[src/core/sstte_defines.vh]
`ifndef SSTTE_DEFINES_VH
`define SSTTE_DEFINES_VH
// ----------------------------------------
// opcode match patterns
// ----------------------------------------
`define SSTTE_OPC_SUB_MASK 16'hf00f
`define SSTTE_OPC_SUB 16'h3008
`define SSTTE_OPC_SUBB 16'h300a
`define SSTTE_OPC_SUBTRACT_UNDERFLOW_CHECK_OP 16'h300b
`define SSTTE_OPC_SWAPB 16'h6008
`define SSTTE_OPC_SWAPW 16'h6009
`define SSTTE_OPC_TAS_MASK 16'hf0ff
`define SSTTE_OPC_TAS 16'h401b
`define SSTTE_OPC_TRAP_MASK 16'hff00
`define SSTTE_OPC_TRAP 16'hc300
// ----------------------------------------
// field positions and constants
// ----------------------------------------
`define SSTTE_RN_HI 11
`define SSTTE_RN_LO 8
`define SSTTE_RM_HI 7
`define SSTTE_RM_LO 4
`define SSTTE_IMM_HI 7
`define SSTTE_IMM_LO 0
`define SSTTE_TAS_BIT 7
`define SSTTE_STACK_REG 4'hf
`define SSTTE_WORD_STEP 32'h00000004
`define SSTTE_PC_STEP 32'h00000002
`define SSTTE_TAS_CYCLES 4
`define SSTTE_TRAP_CYCLES 8
`define SSTTE_PC_RESET 32'h00000000
`endif

[src/core/sstte_alu.v]
`timescale 1ns/1ps
`include "sstte_defines.vh"
module sstte_alu (
   // operands
   input wire [31:0] dest_val,
   input wire [31:0] src_val,
   input wire t_in,
   // results
   output wire [31:0] diff,
   output wire [31:0] diff_borrow,
   output wire borrow_out,
   output wire underflow,
   output wire [31:0] swap_byte,
   output wire [31:0] swap_word
);
   // ----------------------------------------
   // subtract paths
   // ----------------------------------------
   wire [32:0] stage1;
   wire [32:0] stage2;
   assign stage1 = {1'b0, dest_val} - {1'b0, src_val};
   assign stage2 = {1'b0, stage1[31:0]} - {32'h00000000, t_in};
   assign diff = stage1[31:0];
   assign diff_borrow = stage2[31:0];
   // either stage borrowing sets the flag, so wide chains work
   assign borrow_out = stage1[32] | stage2[32];
   // opposite operand signs and result sign flipped from dest
   assign underflow = (dest_val[31] ^ src_val[31]) & (diff[31] ^ dest_val[31]);
   // ----------------------------------------
   // swap paths
   // ----------------------------------------
   assign swap_byte = {src_val[31:16], src_val[7:0], src_val[15:8]};
   assign swap_word = {src_val[15:0], src_val[31:16]};
endmodule

[src/core/sstte_regfile.v]
`timescale 1ns/1ps
module sstte_regfile #(
   parameter NREGS = 16,
   parameter AW = 4
) (
   // clock and reset
   input wire clk,
   input wire rst_b,
   // read ports, combinational
   input wire [AW-1:0] rd_a_sel,
   input wire [AW-1:0] rd_b_sel,
   output wire [31:0] rd_a,
   output wire [31:0] rd_b,
   // write port
   input wire wr_en,
   input wire [AW-1:0] wr_sel,
   input wire [31:0] wr_data
);
   reg [31:0] regs [0:NREGS-1];
   integer i;
   // general registers, cleared at reset
   always @(posedge clk or negedge rst_b) begin
      if (!rst_b) begin
         for (i = 0; i < NREGS; i = i + 1) begin
            regs[i] <= 32'h00000000;
         end
      end else if (wr_en) begin
         regs[wr_sel] <= wr_data;
      end
   end
   // async read keeps single-cycle ops to one edge
   assign rd_a = regs[rd_a_sel];
   assign rd_b = regs[rd_b_sel];
endmodule

[src/core/sstte_exec.v]
`timescale 1ns/1ps
`include "sstte_defines.vh"
// Overview of operation
// - sub opcode writes destination minus source in one cycle, flag kept.
// - borrow-subtract takes source and flag from destination, borrow into flag.
// - flag set if either subtraction stage borrows, else cleared.
// - underflow-check subtract writes difference, flag reports signed underflow, one cycle.
// - underflow only when operand signs differ and result sign differs from destination.
// - byte swap exchanges low two bytes, upper half copied unchanged.
// - word swap exchanges the two halves of the source.
// - test-set reads byte, flag is zero test, writes back bit 7 set, 4 cycles.
// - bus stays locked from test-set read through its write-back.
// - trap starts exception processing, 8 cycles, flag untouched.
// - vector address is immediate times four plus vector base; read longword target.
// - trap pushes status word then return address, stack down four each.
// - pushed return address is start of the instruction after the trap.
module sstte_exec (
   // clock and reset
   input wire clk,
   input wire rst_b,
   // instruction issue
   input wire instr_valid,
   input wire [15:0] instr,
   output wire instr_ready,
   output wire instr_done,
   output wire illegal,
   // processor state
   input wire [31:0] vector_base_register,
   input wire [31:0] processor_status_word,
   output reg t_flag,
   output reg [31:0] pc,
   // memory bus
   output reg mem_req,
   output reg mem_we,
   output reg [1:0] mem_size,
   output reg [31:0] mem_addr,
   output reg [31:0] mem_wdata,
   output reg mem_lock,
   input wire mem_ack,
   input wire [31:0] mem_rdata
);
   // ----------------------------------------
   // states
   // ----------------------------------------
   localparam ST_IDLE = 8'h01;
   localparam ST_TRD = 8'h02;
   localparam ST_TWR = 8'h04;
   localparam ST_TPAD = 8'h08;
   localparam ST_PSW = 8'h10;
   localparam ST_PPC = 8'h20;
   localparam ST_VEC = 8'h40;
   localparam ST_XPAD = 8'h80;
   localparam SZ_BYTE = 2'h0;
   localparam SZ_LONG = 2'h2;

   reg [7:0] state;
   reg [7:0] next_state;
   reg [3:0] cyc;
   reg [3:0] op_reg;
   reg [31:0] vec_target;
   // ----------------------------------------
   // decode
   // ----------------------------------------
   wire is_sub = (instr & `SSTTE_OPC_SUB_MASK) == `SSTTE_OPC_SUB;
   wire is_subb = (instr & `SSTTE_OPC_SUB_MASK) == `SSTTE_OPC_SUBB;
   wire is_subtract_underflow_check_op = (instr & `SSTTE_OPC_SUB_MASK) == `SSTTE_OPC_SUBTRACT_UNDERFLOW_CHECK_OP;
   wire is_swb = (instr & `SSTTE_OPC_SUB_MASK) == `SSTTE_OPC_SWAPB;
   wire is_sww = (instr & `SSTTE_OPC_SUB_MASK) == `SSTTE_OPC_SWAPW;
   wire is_tas = (instr & `SSTTE_OPC_TAS_MASK) == `SSTTE_OPC_TAS;
   wire is_trap = (instr & `SSTTE_OPC_TRAP_MASK) == `SSTTE_OPC_TRAP;
   wire single = is_sub | is_subb | is_subtract_underflow_check_op | is_swb | is_sww;
   wire idle = state == ST_IDLE;
   wire take = instr_valid & idle;
   wire [3:0] rn_sel = take ? instr[`SSTTE_RN_HI:`SSTTE_RN_LO] : op_reg;
   wire [3:0] rm_sel = instr[`SSTTE_RM_HI:`SSTTE_RM_LO];
   wire [7:0] imm = instr[`SSTTE_IMM_HI:`SSTTE_IMM_LO];
   wire [31:0] dest_val;
   wire [31:0] src_val;
   wire [31:0] sp_val;
   wire [31:0] diff;
   wire [31:0] diff_borrow;
   wire borrow_out;
   wire underflow;
   wire [31:0] swap_byte;
   wire [31:0] swap_word;

   assign instr_ready = idle;
   assign illegal = take & ~(single | is_tas | is_trap);

   sstte_alu u_alu (
      .dest_val(dest_val),
      .src_val(src_val),
      .t_in(t_flag),
      .diff(diff),
      .diff_borrow(diff_borrow),
      .borrow_out(borrow_out),
      .underflow(underflow),
      .swap_byte(swap_byte),
      .swap_word(swap_word)
   );
   // ----------------------------------------
   // register file write selection
   // ----------------------------------------
   reg rf_we;
   reg [3:0] rf_sel;
   reg [31:0] rf_data;
   // a trap reads the stack pointer at take, so the first push address is ready at once
   wire [3:0] rd_b_sel = (idle & ~is_trap) ? rm_sel : `SSTTE_STACK_REG;
   assign sp_val = src_val;

   sstte_regfile #(
      .NREGS(16),
      .AW(4)
   ) u_rf (
      .clk(clk),
      .rst_b(rst_b),
      .rd_a_sel(rn_sel),
      .rd_b_sel(rd_b_sel),
      .rd_a(dest_val),
      .rd_b(src_val),
      .wr_en(rf_we),
      .wr_sel(rf_sel),
      .wr_data(rf_data)
   );

   // single-cycle results and stack pointer updates
   always @* begin
      rf_we = 1'b0;
      rf_sel = rn_sel;
      rf_data = diff;
      if (take & is_sub) begin
         rf_we = 1'b1;
      end else if (take & is_subb) begin
         rf_we = 1'b1;
         rf_data = diff_borrow;
      end else if (take & is_subtract_underflow_check_op) begin
         rf_we = 1'b1;
      end else if (take & is_swb) begin
         rf_we = 1'b1;
         rf_data = swap_byte;
      end else if (take & is_sww) begin
         rf_we = 1'b1;
         rf_data = swap_word;
      end else if ((state == ST_PSW || state == ST_PPC) && mem_ack) begin
         rf_we = 1'b1;
         rf_sel = `SSTTE_STACK_REG;
         rf_data = sp_val - `SSTTE_WORD_STEP;
      end
   end
   // ----------------------------------------
   // sequencer
   // ----------------------------------------
   // bus steps wait on ack; padding states make up the documented count
   always @* begin
      next_state = state;
      case (state)
         ST_IDLE: begin
            if (take & is_tas) next_state = ST_TRD;
            else if (take & is_trap) next_state = ST_PSW;
         end
         ST_TRD: if (mem_ack) next_state = ST_TWR;
         ST_TWR: if (mem_ack) next_state = ST_TPAD;
         ST_TPAD: if (cyc >= `SSTTE_TAS_CYCLES - 1) next_state = ST_IDLE;
         ST_PSW: if (mem_ack) next_state = ST_PPC;
         ST_PPC: if (mem_ack) next_state = ST_VEC;
         ST_VEC: if (mem_ack) next_state = ST_XPAD;
         ST_XPAD: if (cyc >= `SSTTE_TRAP_CYCLES - 1) next_state = ST_IDLE;
         default: next_state = ST_IDLE;
      endcase
   end

   assign instr_done = (take & single) |
                       (state == ST_TPAD && next_state == ST_IDLE) |
                       (state == ST_XPAD && next_state == ST_IDLE);

   // state, cycle count, flag, program counter and bus drive
   always @(posedge clk or negedge rst_b) begin
      if (!rst_b) begin
         state <= ST_IDLE;
         cyc <= 4'h0;
         op_reg <= 4'h0;
         t_flag <= 1'b0;
         pc <= `SSTTE_PC_RESET;
         vec_target <= 32'h00000000;
         mem_req <= 1'b0;
         mem_we <= 1'b0;
         mem_size <= SZ_BYTE;
         mem_addr <= 32'h00000000;
         mem_wdata <= 32'h00000000;
         mem_lock <= 1'b0;
      end else begin
         state <= next_state;
         cyc <= (next_state == ST_IDLE) ? 4'h0 : cyc + 4'h1;
         if (take) begin
            op_reg <= instr[`SSTTE_RN_HI:`SSTTE_RN_LO];
         end
         if (take & single) begin
            pc <= pc + `SSTTE_PC_STEP;
            if (is_subb) t_flag <= borrow_out;
            else if (is_subtract_underflow_check_op) t_flag <= underflow;
         end
         if (take & is_tas) begin
            mem_req <= 1'b1;
            mem_we <= 1'b0;
            mem_size <= SZ_BYTE;
            mem_addr <= dest_val;
            mem_lock <= 1'b1;
         end
         if (state == ST_TRD && mem_ack) begin
            t_flag <= (mem_rdata[7:0] == 8'h00);
            mem_we <= 1'b1;
            mem_wdata <= {24'h000000, mem_rdata[7:0] | 8'h80};
         end
         if (state == ST_TWR && mem_ack) begin
            mem_req <= 1'b0;
            mem_we <= 1'b0;
            mem_lock <= 1'b0;
            pc <= pc + `SSTTE_PC_STEP;
         end
         if (take & is_trap) begin
            mem_req <= 1'b1;
            mem_we <= 1'b1;
            mem_size <= SZ_LONG;
            mem_addr <= sp_val - `SSTTE_WORD_STEP;
            mem_wdata <= processor_status_word;
            vec_target <= vector_base_register + {22'h000000, imm, 2'h0};
         end
         if (state == ST_PSW && mem_ack) begin
            mem_addr <= sp_val - `SSTTE_WORD_STEP - `SSTTE_WORD_STEP;
            mem_wdata <= pc + `SSTTE_PC_STEP;
         end
         if (state == ST_PPC && mem_ack) begin
            mem_we <= 1'b0;
            mem_addr <= vec_target;
         end
         if (state == ST_VEC && mem_ack) begin
            mem_req <= 1'b0;
            pc <= mem_rdata;
         end
      end
   end
endmodule

[config.mk]
export PLATFORM = sky130hd
export DESIGN_NAME = sstte_exec
export DESIGN_NICKNAME = d
export VERILOG_FILES = /design/src/core/sstte_alu.v /design/src/core/sstte_regfile.v /design/src/core/sstte_exec.v
export VERILOG_INCLUDE_DIRS = /design/src /design/src/core
export SDC_FILE = /design/constraint.sdc
export NUM_CORES = 2
export LEC_CHECK = 0
export ABC_CLOCK_PERIOD_IN_PS = 9500
export BUFFER_PORTS_ARGS = -buffer_cell sky130_fd_sc_hd__buf_4
export CORE_ASPECT_RATIO = 1.5
export CORE_MARGIN = 1.5
export CORE_UTILIZATION = 55
export DETAILED_ROUTE_END_ITERATION = 10
export GPL_TIMING_DRIVEN = 0
export PLACE_DENSITY = 0.76
export SLEW_MARGIN = 10
export SYNTH_ARGS = -nofsm -noshare
export SYNTH_HDL_FRONTEND = slang
export SYNTH_HIERARCHICAL = 1
export SYNTH_SLANG_ARGS = --single-unit
[constraint.sdc]
create_clock -name clk -period 9.5 [get_ports clk]
set_input_delay 1.9 -clock clk [delete_from_list [all_inputs] [get_ports clk]]
set_output_delay 1.9 -clock clk [all_outputs]
set_load 0.05 [all_outputs]
### Word-level counts from Yosys, hierarchy flattened

Cells that the tools add are included.

| word-level totals | value |
|---|---|
| register bits | 662 |
| latch bits | 0 |
| memory bits (writable) | 0 |
| memory bits (read-only) | 0 |
| bits of input ports | 116 |
| output and inout port bits | 105 |
| logic and storage cells | 171 |
| memories | 0 |

| operators by class | value |
|---|---|
| add/subtract/negate cells | 7 |
| multiply operators | 0 |
| div/mod/pow operators | 0 |
| $lt $le $gt $ge | 6 |
| equality and inequality tests | 16 |
| shifts and indexed selects | 0 |
| mux-type cells | 65 |
| bitwise logic cells | 28 |
| reductions and logical operators | 21 |

Operator list:

| operator | number |
|---|---|
| 32-bit 2-to-1 mux | 21 |
| 512-bit bitwise mux | 1 |
| 32-bit binary-select mux with 4-bit select | 2 |
| 32-bit demux with 4-bit select | 1 |
| 8-bit 2-to-1 mux | 9 |
| 8-bit one-hot mux with 8 select lines | 1 |
| 32-bit by 3-bit subtractor with 32-bit output, second input constant | 2 |
| 4-bit 2-to-1 mux | 9 |
| 32-bit by 1-bit subtractor with 33-bit output | 1 |
| 32-bit by 32-bit subtractor with 33-bit output | 1 |
| 32-bit by 10-bit adder with 32-bit output | 1 |
| 32-bit by 2-bit adder with 32-bit output, second input constant | 1 |
| 8-bit by 6-bit equality test with 1-bit output, second input constant | 4 |
| 8-bit by 7-bit equality test with 1-bit output, second input constant | 3 |
| 1-bit 2-to-1 mux | 19 |
| 8-bit by 1-bit equality test with 1-bit output, second input constant | 2 |
| 8-bit equality test, second input constant | 2 |
| 5-bit >= comparator, second input constant | 3 |
| 4-bit NOT with 5-bit output | 3 |
| 1-bit bitwise AND | 12 |
| 12-bit by 11-bit equality test with 1-bit output, second input constant | 1 |
| 1-bit logical AND | 9 |
| 1-bit bitwise OR | 9 |
| 3-bit nonzero test | 3 |
| 17 further kinds | 23 |

### Depth between registers and ports, before layout

| depth | value |
|---|---|
| depth in word-level cells | 16 |
| depth in mapped cells | 29 |
| gate-level depth less buffers | 23 |

### Modules after synthesis

Netlist, hierarchy kept.

By module, submodules not included:

| module | times used | cells an instance | area each (um^2) | sequential area each (um^2) |
|---|---|---|---|---|
| sstte_regfile | 1 | 1,676 | 26,457.9 | 12,812.3 |
| sstte_exec | 1 | 1,459 | 11,432.2 | 3,729.8 |
| sstte_alu | 1 | 513 | 3,494.6 | 0.0 |

### Worst setup path after synthesis

OpenSTA, ideal clock, no wires.

| path | value |
|---|---|
| kind | input to register |
| start | in instr[11] |
| end | reg u_rf/regs[346] (netlist name) |
| arrival | 7.702 ns |
| data required time | 9.372 ns |
| path slack | 1.671 ns |
| stages | 26 |
| path buffers | 3 |
| cells stage by stage | nor2_1 > nand4_1 > o41ai_1 > or2_2 > clkbuf_1 > buf_2 > mux4_2 > a22oi_1 > nand2_1 > ha_1 > fa_1 > nor2b_4 > o211ai_2 > mux2_2 > a211o_1 > a2111o_1 > nand4b_4 > nor3_4 > nand3b_1 > xnor2_1 > a22oi_1 > o21ai_0 > a31oi_1 > o21ai_0 > clkbuf_1 > mux2_1 |

| on the way | value |
|---|---|
| elaborated cells between the ends (all ways) | 35 |
| those cells by class | add/sub (3); order compare (2); eq/ne (1); mux (23); bitwise (5); reduce/logical (1) |

RTL lines:

| item | line | text |
|---|---|---|
| start, declared | sstte_exec.v:23 | `input wire [15:0] instr,` |
| 8-bit equality test (no source line) | n/a |  |
| 1-bit NOT | sstte_exec.v:108 | `` wire [3:0] rd_b_sel = (idle & ~is_trap) ? rm_sel : `SSTTE_STACK_REG; `` |
| 1-bit bitwise AND | sstte_exec.v:108 |  |
| 4-bit 2-to-1 mux (no source line) | n/a |  |
| named net rd_b_sel[0] | sstte_exec.v:108 |  |
| 4-bit NOT with 5-bit output (implied by the code) | sstte_regfile.v:33 | `assign rd_b = regs[rd_b_sel];` |
| 32-bit binary-select mux with 4-bit select | sstte_regfile.v:33 |  |
| 32-bit 2-to-1 mux (implied by the code) (2 in series) | sstte_regfile.v:33 |  |
| named net sp_val[0] | sstte_exec.v:79 | `wire [31:0] sp_val;` |
| 32-bit by 32-bit subtractor with 33-bit output | sstte_alu.v:21 | `assign stage1 = {1'b0, dest_val} - {1'b0, src_val};` |
| 32-bit by 1-bit subtractor with 33-bit output | sstte_alu.v:22 | `assign stage2 = {1'b0, stage1[31:0]} - {32'h00000000, t_in};` |
| named net diff_borrow[26] | sstte_exec.v:81 | `wire [31:0] diff_borrow;` |
| 32-bit 2-to-1 mux | sstte_exec.v:133 | `end else if (take & is_subb) begin` |
| 32-bit 2-to-1 mux | sstte_exec.v:131 | `if (take & is_sub) begin` |
| named net rf_data[26] | sstte_exec.v:106 | `reg [31:0] rf_data;` |
| 512-bit bitwise mux | sstte_regfile.v:28 | `regs[wr_sel] <= wr_data;` |
| end signal, assigned by index | sstte_regfile.v:28 |  |
| end, declared | sstte_regfile.v:19 | `reg [31:0] regs [0:NREGS-1];` |

The timed path passes the listed nets, and every way through them passes these cells. The select of a mux whose other input is x is not followed.
A chain may end at the register's enable or synchronous reset.

### Worst setup path in the final report

| path | value |
|---|---|
| start | in instr[11] |
| end | reg u_rf/regs[473] (netlist name) |

| on the way | value |
|---|---|
| elaborated cells between the ends (all ways) | 35 |
| those cells by class | add/sub (3); order compare (2); eq/ne (1); mux (23); bitwise (5); reduce/logical (1) |

RTL lines:

| item | line | text |
|---|---|---|
| 8-bit equality test (no source line) | n/a |  |
| 1-bit NOT | sstte_exec.v:108 |  |
| 1-bit bitwise AND | sstte_exec.v:108 |  |
| 4-bit 2-to-1 mux (no source line) | n/a |  |
| named net rd_b_sel[1] | sstte_exec.v:108 |  |
| 4-bit NOT with 5-bit output (implied by the code) | sstte_regfile.v:33 |  |
| 32-bit binary-select mux with 4-bit select | sstte_regfile.v:33 |  |
| 32-bit 2-to-1 mux (implied by the code) (2 in series) | sstte_regfile.v:33 |  |
| named net sp_val[7] | sstte_exec.v:79 |  |
| 32-bit by 32-bit subtractor with 33-bit output | sstte_alu.v:21 |  |
| named net diff[16] | sstte_exec.v:80 | `wire [31:0] diff;` |
| 32-bit by 1-bit subtractor with 33-bit output | sstte_alu.v:22 |  |
| named net diff_borrow[25] | sstte_exec.v:81 |  |
| 32-bit 2-to-1 mux | sstte_exec.v:133 |  |
| 32-bit 2-to-1 mux | sstte_exec.v:131 |  |
| named net rf_data[25] | sstte_exec.v:106 |  |
| 512-bit bitwise mux | sstte_regfile.v:28 |  |

The timed path passes the listed nets, and every way through them passes these cells. The select of a mux whose other input is x is not followed.

==> key figures <==
Die
  • Starting Density: 0.5533
  • Core area: 74790 sq um
  • Die H: 339.0 um
  • DIE AREA: 76930 sq um
  • Core Rows: 123
  • IO Pins: 221
  • Die width: 227.0 um

Place
  • DP Area: 44460 sq um
  • Buffers added on ports: 219
  • GP Congestion: 1.032
  • Detailed-placement wirelength estimate: 112800 um
  • Pre-CTS setup slack: -1.434 ns

Job
  • Max-cap viol count: 0

Logic synthesis
  • Yosys warns: 6
  • Ranking of synthesized cells by area: dfrtp_1 40%, mux4_2 14%, mux2_2 13%
  • Post-synth ARST share: 1.000
  • Register area share after synthesis: 0.3997
  • Synth top cells by count: 660 x dfrtp_1, 474 x mux2_2, 283 x nand2_1
  • Number of flops mapped to enable cells by yosys: 0
  • Post-synth top area share: 0.3991
  • Syn nets: 3814
  • Synth area leader: dfrtp_1
  • Synthesis-stage register bit count: 661
  • Avg Inst Size Synth: 11.34 sq um
  • Syn Inst Count: 3648
  • Ys flop type: dfrtp_1
  • Most numerous cell in the Yosys netlist: dfrtp_1
  • Cell Area, Synth: 41380 sq um
  • Distinct cells, synth: 100

Worst setup path
  • Crit start category: input pin
  • FF-to-FF Start: state[6]
  • R2R setup slack: 0.27 ns
  • Critical Path Fanout Max: 12
  • Kind of critical path: in2reg
  • Setup crit end kind: flop
  • Crit path DAT: 9.97 ns
  • CP Data Required Time: 10.10 ns
  • Reg2Reg Depth: 25
  • RR Endpoint: u_rf/regs[473]

GRT
  • Number of global-route vias before repair: 35.24k
  • Global-route wire length before repair: 226600 um
  • Gr ovfl total: 0
  • GRT Total Usage: 0.4059
  • Initial antenna violation count: 22
  • Largest net degree at the start of global routing: 114

Clock network
  • Clk pin slew, worst setup/hold paths: 0.07 ns
  • Cts bufs inserted: 61
  • CTS Buffer Depth: 3
  • # hold bufs at CTS: 0
  • CTS sink cnt: 661
  • CTS Root Cell: clkbuf_16
  • H-tree depth: 2
  • Clock latency on the worst-skew pair: 0.72 ns
  • CTS tree: done

Final layout
  • Share of post-route cells with drive strength above 1: 0.3229
  • Area Overhead vs Synth: 12.76%
  • NumNets Final: 4102
  • Max reg flops: 512
  • Post-route cell area: 46670 sq um
  • Register name with the most flops: u_rf/regs

Power
  • PnR Total Power: 7.728 mW
  • Leakage: 21.71 nW
  • PD cells: 165.6 nW/um^2
  • Max VDD drop: 0.1556 mV

Timing
  • Setup Total Neg Slack: 0 ns
  • Final Hold Violating Endpoints: 0
  • Final period util: 0.9868
  • Max Clock Freq: 0.1067 GHz
  • Final Skew: 0.07148 ns
  • Min Hold Slack: 0.4796 ns
  • RSZ-0062 raised after global routing: false
  • Worst-Margin Slew: 1.439 ns
  • Endpoints failing setup: 0
  • Relative slew margins: 0.03050
  • Final Slew Violations: 0
  • Final Worst Setup Slack: 0.1257 ns
  • Final min period: 9.374 ns

Run status
  • Outcome: finished, final reports clean

Min path
  • Hold path cells: 2
  • Hold wc startpoint: vec_target[3]
  • Hold EP: vec_target[3]
  • Min-delay worst type: reg2reg

Detailed routing
  • DRC: 0
  • Final antenna-violating net count: 0
  • DR iter-0 viols: 3565
  • Pre-antenna DRT Iters: 8
  • Final WL: 154300 um
  • WL/cell: 30.86 um
  • Via count: 34.65k
  • Via-to-Cell Ratio: 6.932
==> worst max-delay path: stages <==
cell	delay (ns)
buf_4	0.12
nor2_1	0.09
nand4_1	0.21
o41ai_2	0.49
or2_2	0.27
clkbuf_2	0.37
clkbuf_1	0.68
mux4_2	0.44
a22oi_1	0.17
nand2_1	0.45
inv_1	0.16
ha_1	0.33
a21oi_2	0.30
o21ai_1	0.19
a31oi_1	0.50
nand2_1	0.12
o311a_1	0.41
or3_4	0.42
nor4_2	0.62
nand3b_1	0.19
xnor2_1	0.18
a22oi_1	0.10
o21ai_1	0.51
clkbuf_1	0.45
mux2_2	0.25
==> kinds of logic after synthesis <==
kind of cell / synth area share
compound gates: 0.1179
xor+xnor: 0.02899
fa+ha+maj: 0.01572
buf+inv: 0.04901
flops: 0.3997
mux: 0.2878
other cells: 0.00009061
simple gates: 0.1008
==> power breakdown <==
part,switching (mW),internal [mW]
registers,0.0888,2.91
clock network,1.16,1.43
logic,1.48,0.650
total,2.74,4.99
==> worst max-delay path by stage <==
stage	start	end	slack, ns	depth (start not counted)
after floorplan	instr[11]	u_rf/regs[346]	1.67	26
after global placement	instr[11]	u_rf/regs[410]	-1.75	28
after detailed placement	instr[11]	u_rf/regs[410]	-1.43	28
after CTS	instr[11]	u_rf/regs[410]	0.01	27
after global routing	instr[11]	u_rf/regs[249]	0.03	25
final	instr[11]	u_rf/regs[473]	0.13	25
==> per-layer routing <==
| layer | GRT usage | up-vias | wire length, um |
|---|---|---|---|
| li1 | - | 14300 | - |
| met1 | 0.4164 | 17240 | 49690 |
| met2 | 0.6330 | 2200 | 71720 |
| met3 | 0.1589 | 892 | 16330 |
| met4 | 0.3666 | 20 | 16380 |
| met5 | 0.01226 | - | 143 |
==> per-stage QoR <==
step | cells | utilization
floorplan | 3648 | -
global placement | 4867 | 0.5920
detailed placement | 4873 | 0.5944
CTS | 4988 | 0.6224
global route | 4989 | 0.6236
finish | 4999 | 0.6239
==> placed cells by master (no fill, tap or decap), types with 11 or more instances in the layout <==
cell / Yosys / layout
nor3_1: 52 / 51
or4_1: 11 / 11
clkinv_2: 0 / 19
or3_1: 23 / 23
buf_4: 65 / 284
clkbuf_16: 0 / 62
o31ai_1: 14 / 14
nor2_1: 182 / 182
a211oi_1: 41 / 41
nor4_1: 26 / 26
inv_1: 89 / 89
a21oi_1: 108 / 108
mux4_2: 256 / 256
nand3_1: 51 / 51
o211ai_1: 15 / 15
and3_1: 25 / 25
or2_2: 13 / 12
mux2_1: 44 / 44
mux2i_1: 31 / 31
nand2_1: 283 / 281
nor2b_1: 17 / 17
clkbuf_1: 197 / 194
a221o_1: 20 / 20
xnor2_1: 93 / 93
mux2_2: 474 / 474
o21ai_0: 175 / 170
o22ai_1: 31 / 31
clkbuf_2: 0 / 15
nand2b_1: 16 / 16
a22oi_1: 164 / 164
and2_1: 23 / 23
a221oi_1: 22 / 22
buf_2: 82 / 80
dfrtp_1: 660 / 660
xor2_1: 44 / 43
nand4_1: 34 / 34
a21o_1: 18 / 18
ha_1: 48 / 48
==> what timing repair did <==
action / 4_1_cts / 5_1_grt
buffers inserted: 0 / 0
resized for setup: 7 / 39
setup endpoints to repair: 136 / 156
==> area by class of cell <==
cell class	count	area [sq um]
clock buffers	81	1703
plain buffers	354	1718
fillers	5996	28130
inverters	89	334.1
flip-flops and latches	661	16540
repair buffers	226	1832
clock inverters	35	379.1
multi-input cells	2543	22880
diodes	10	25.02
well taps	1000	1251
Power figures use the tool's default switching activity.
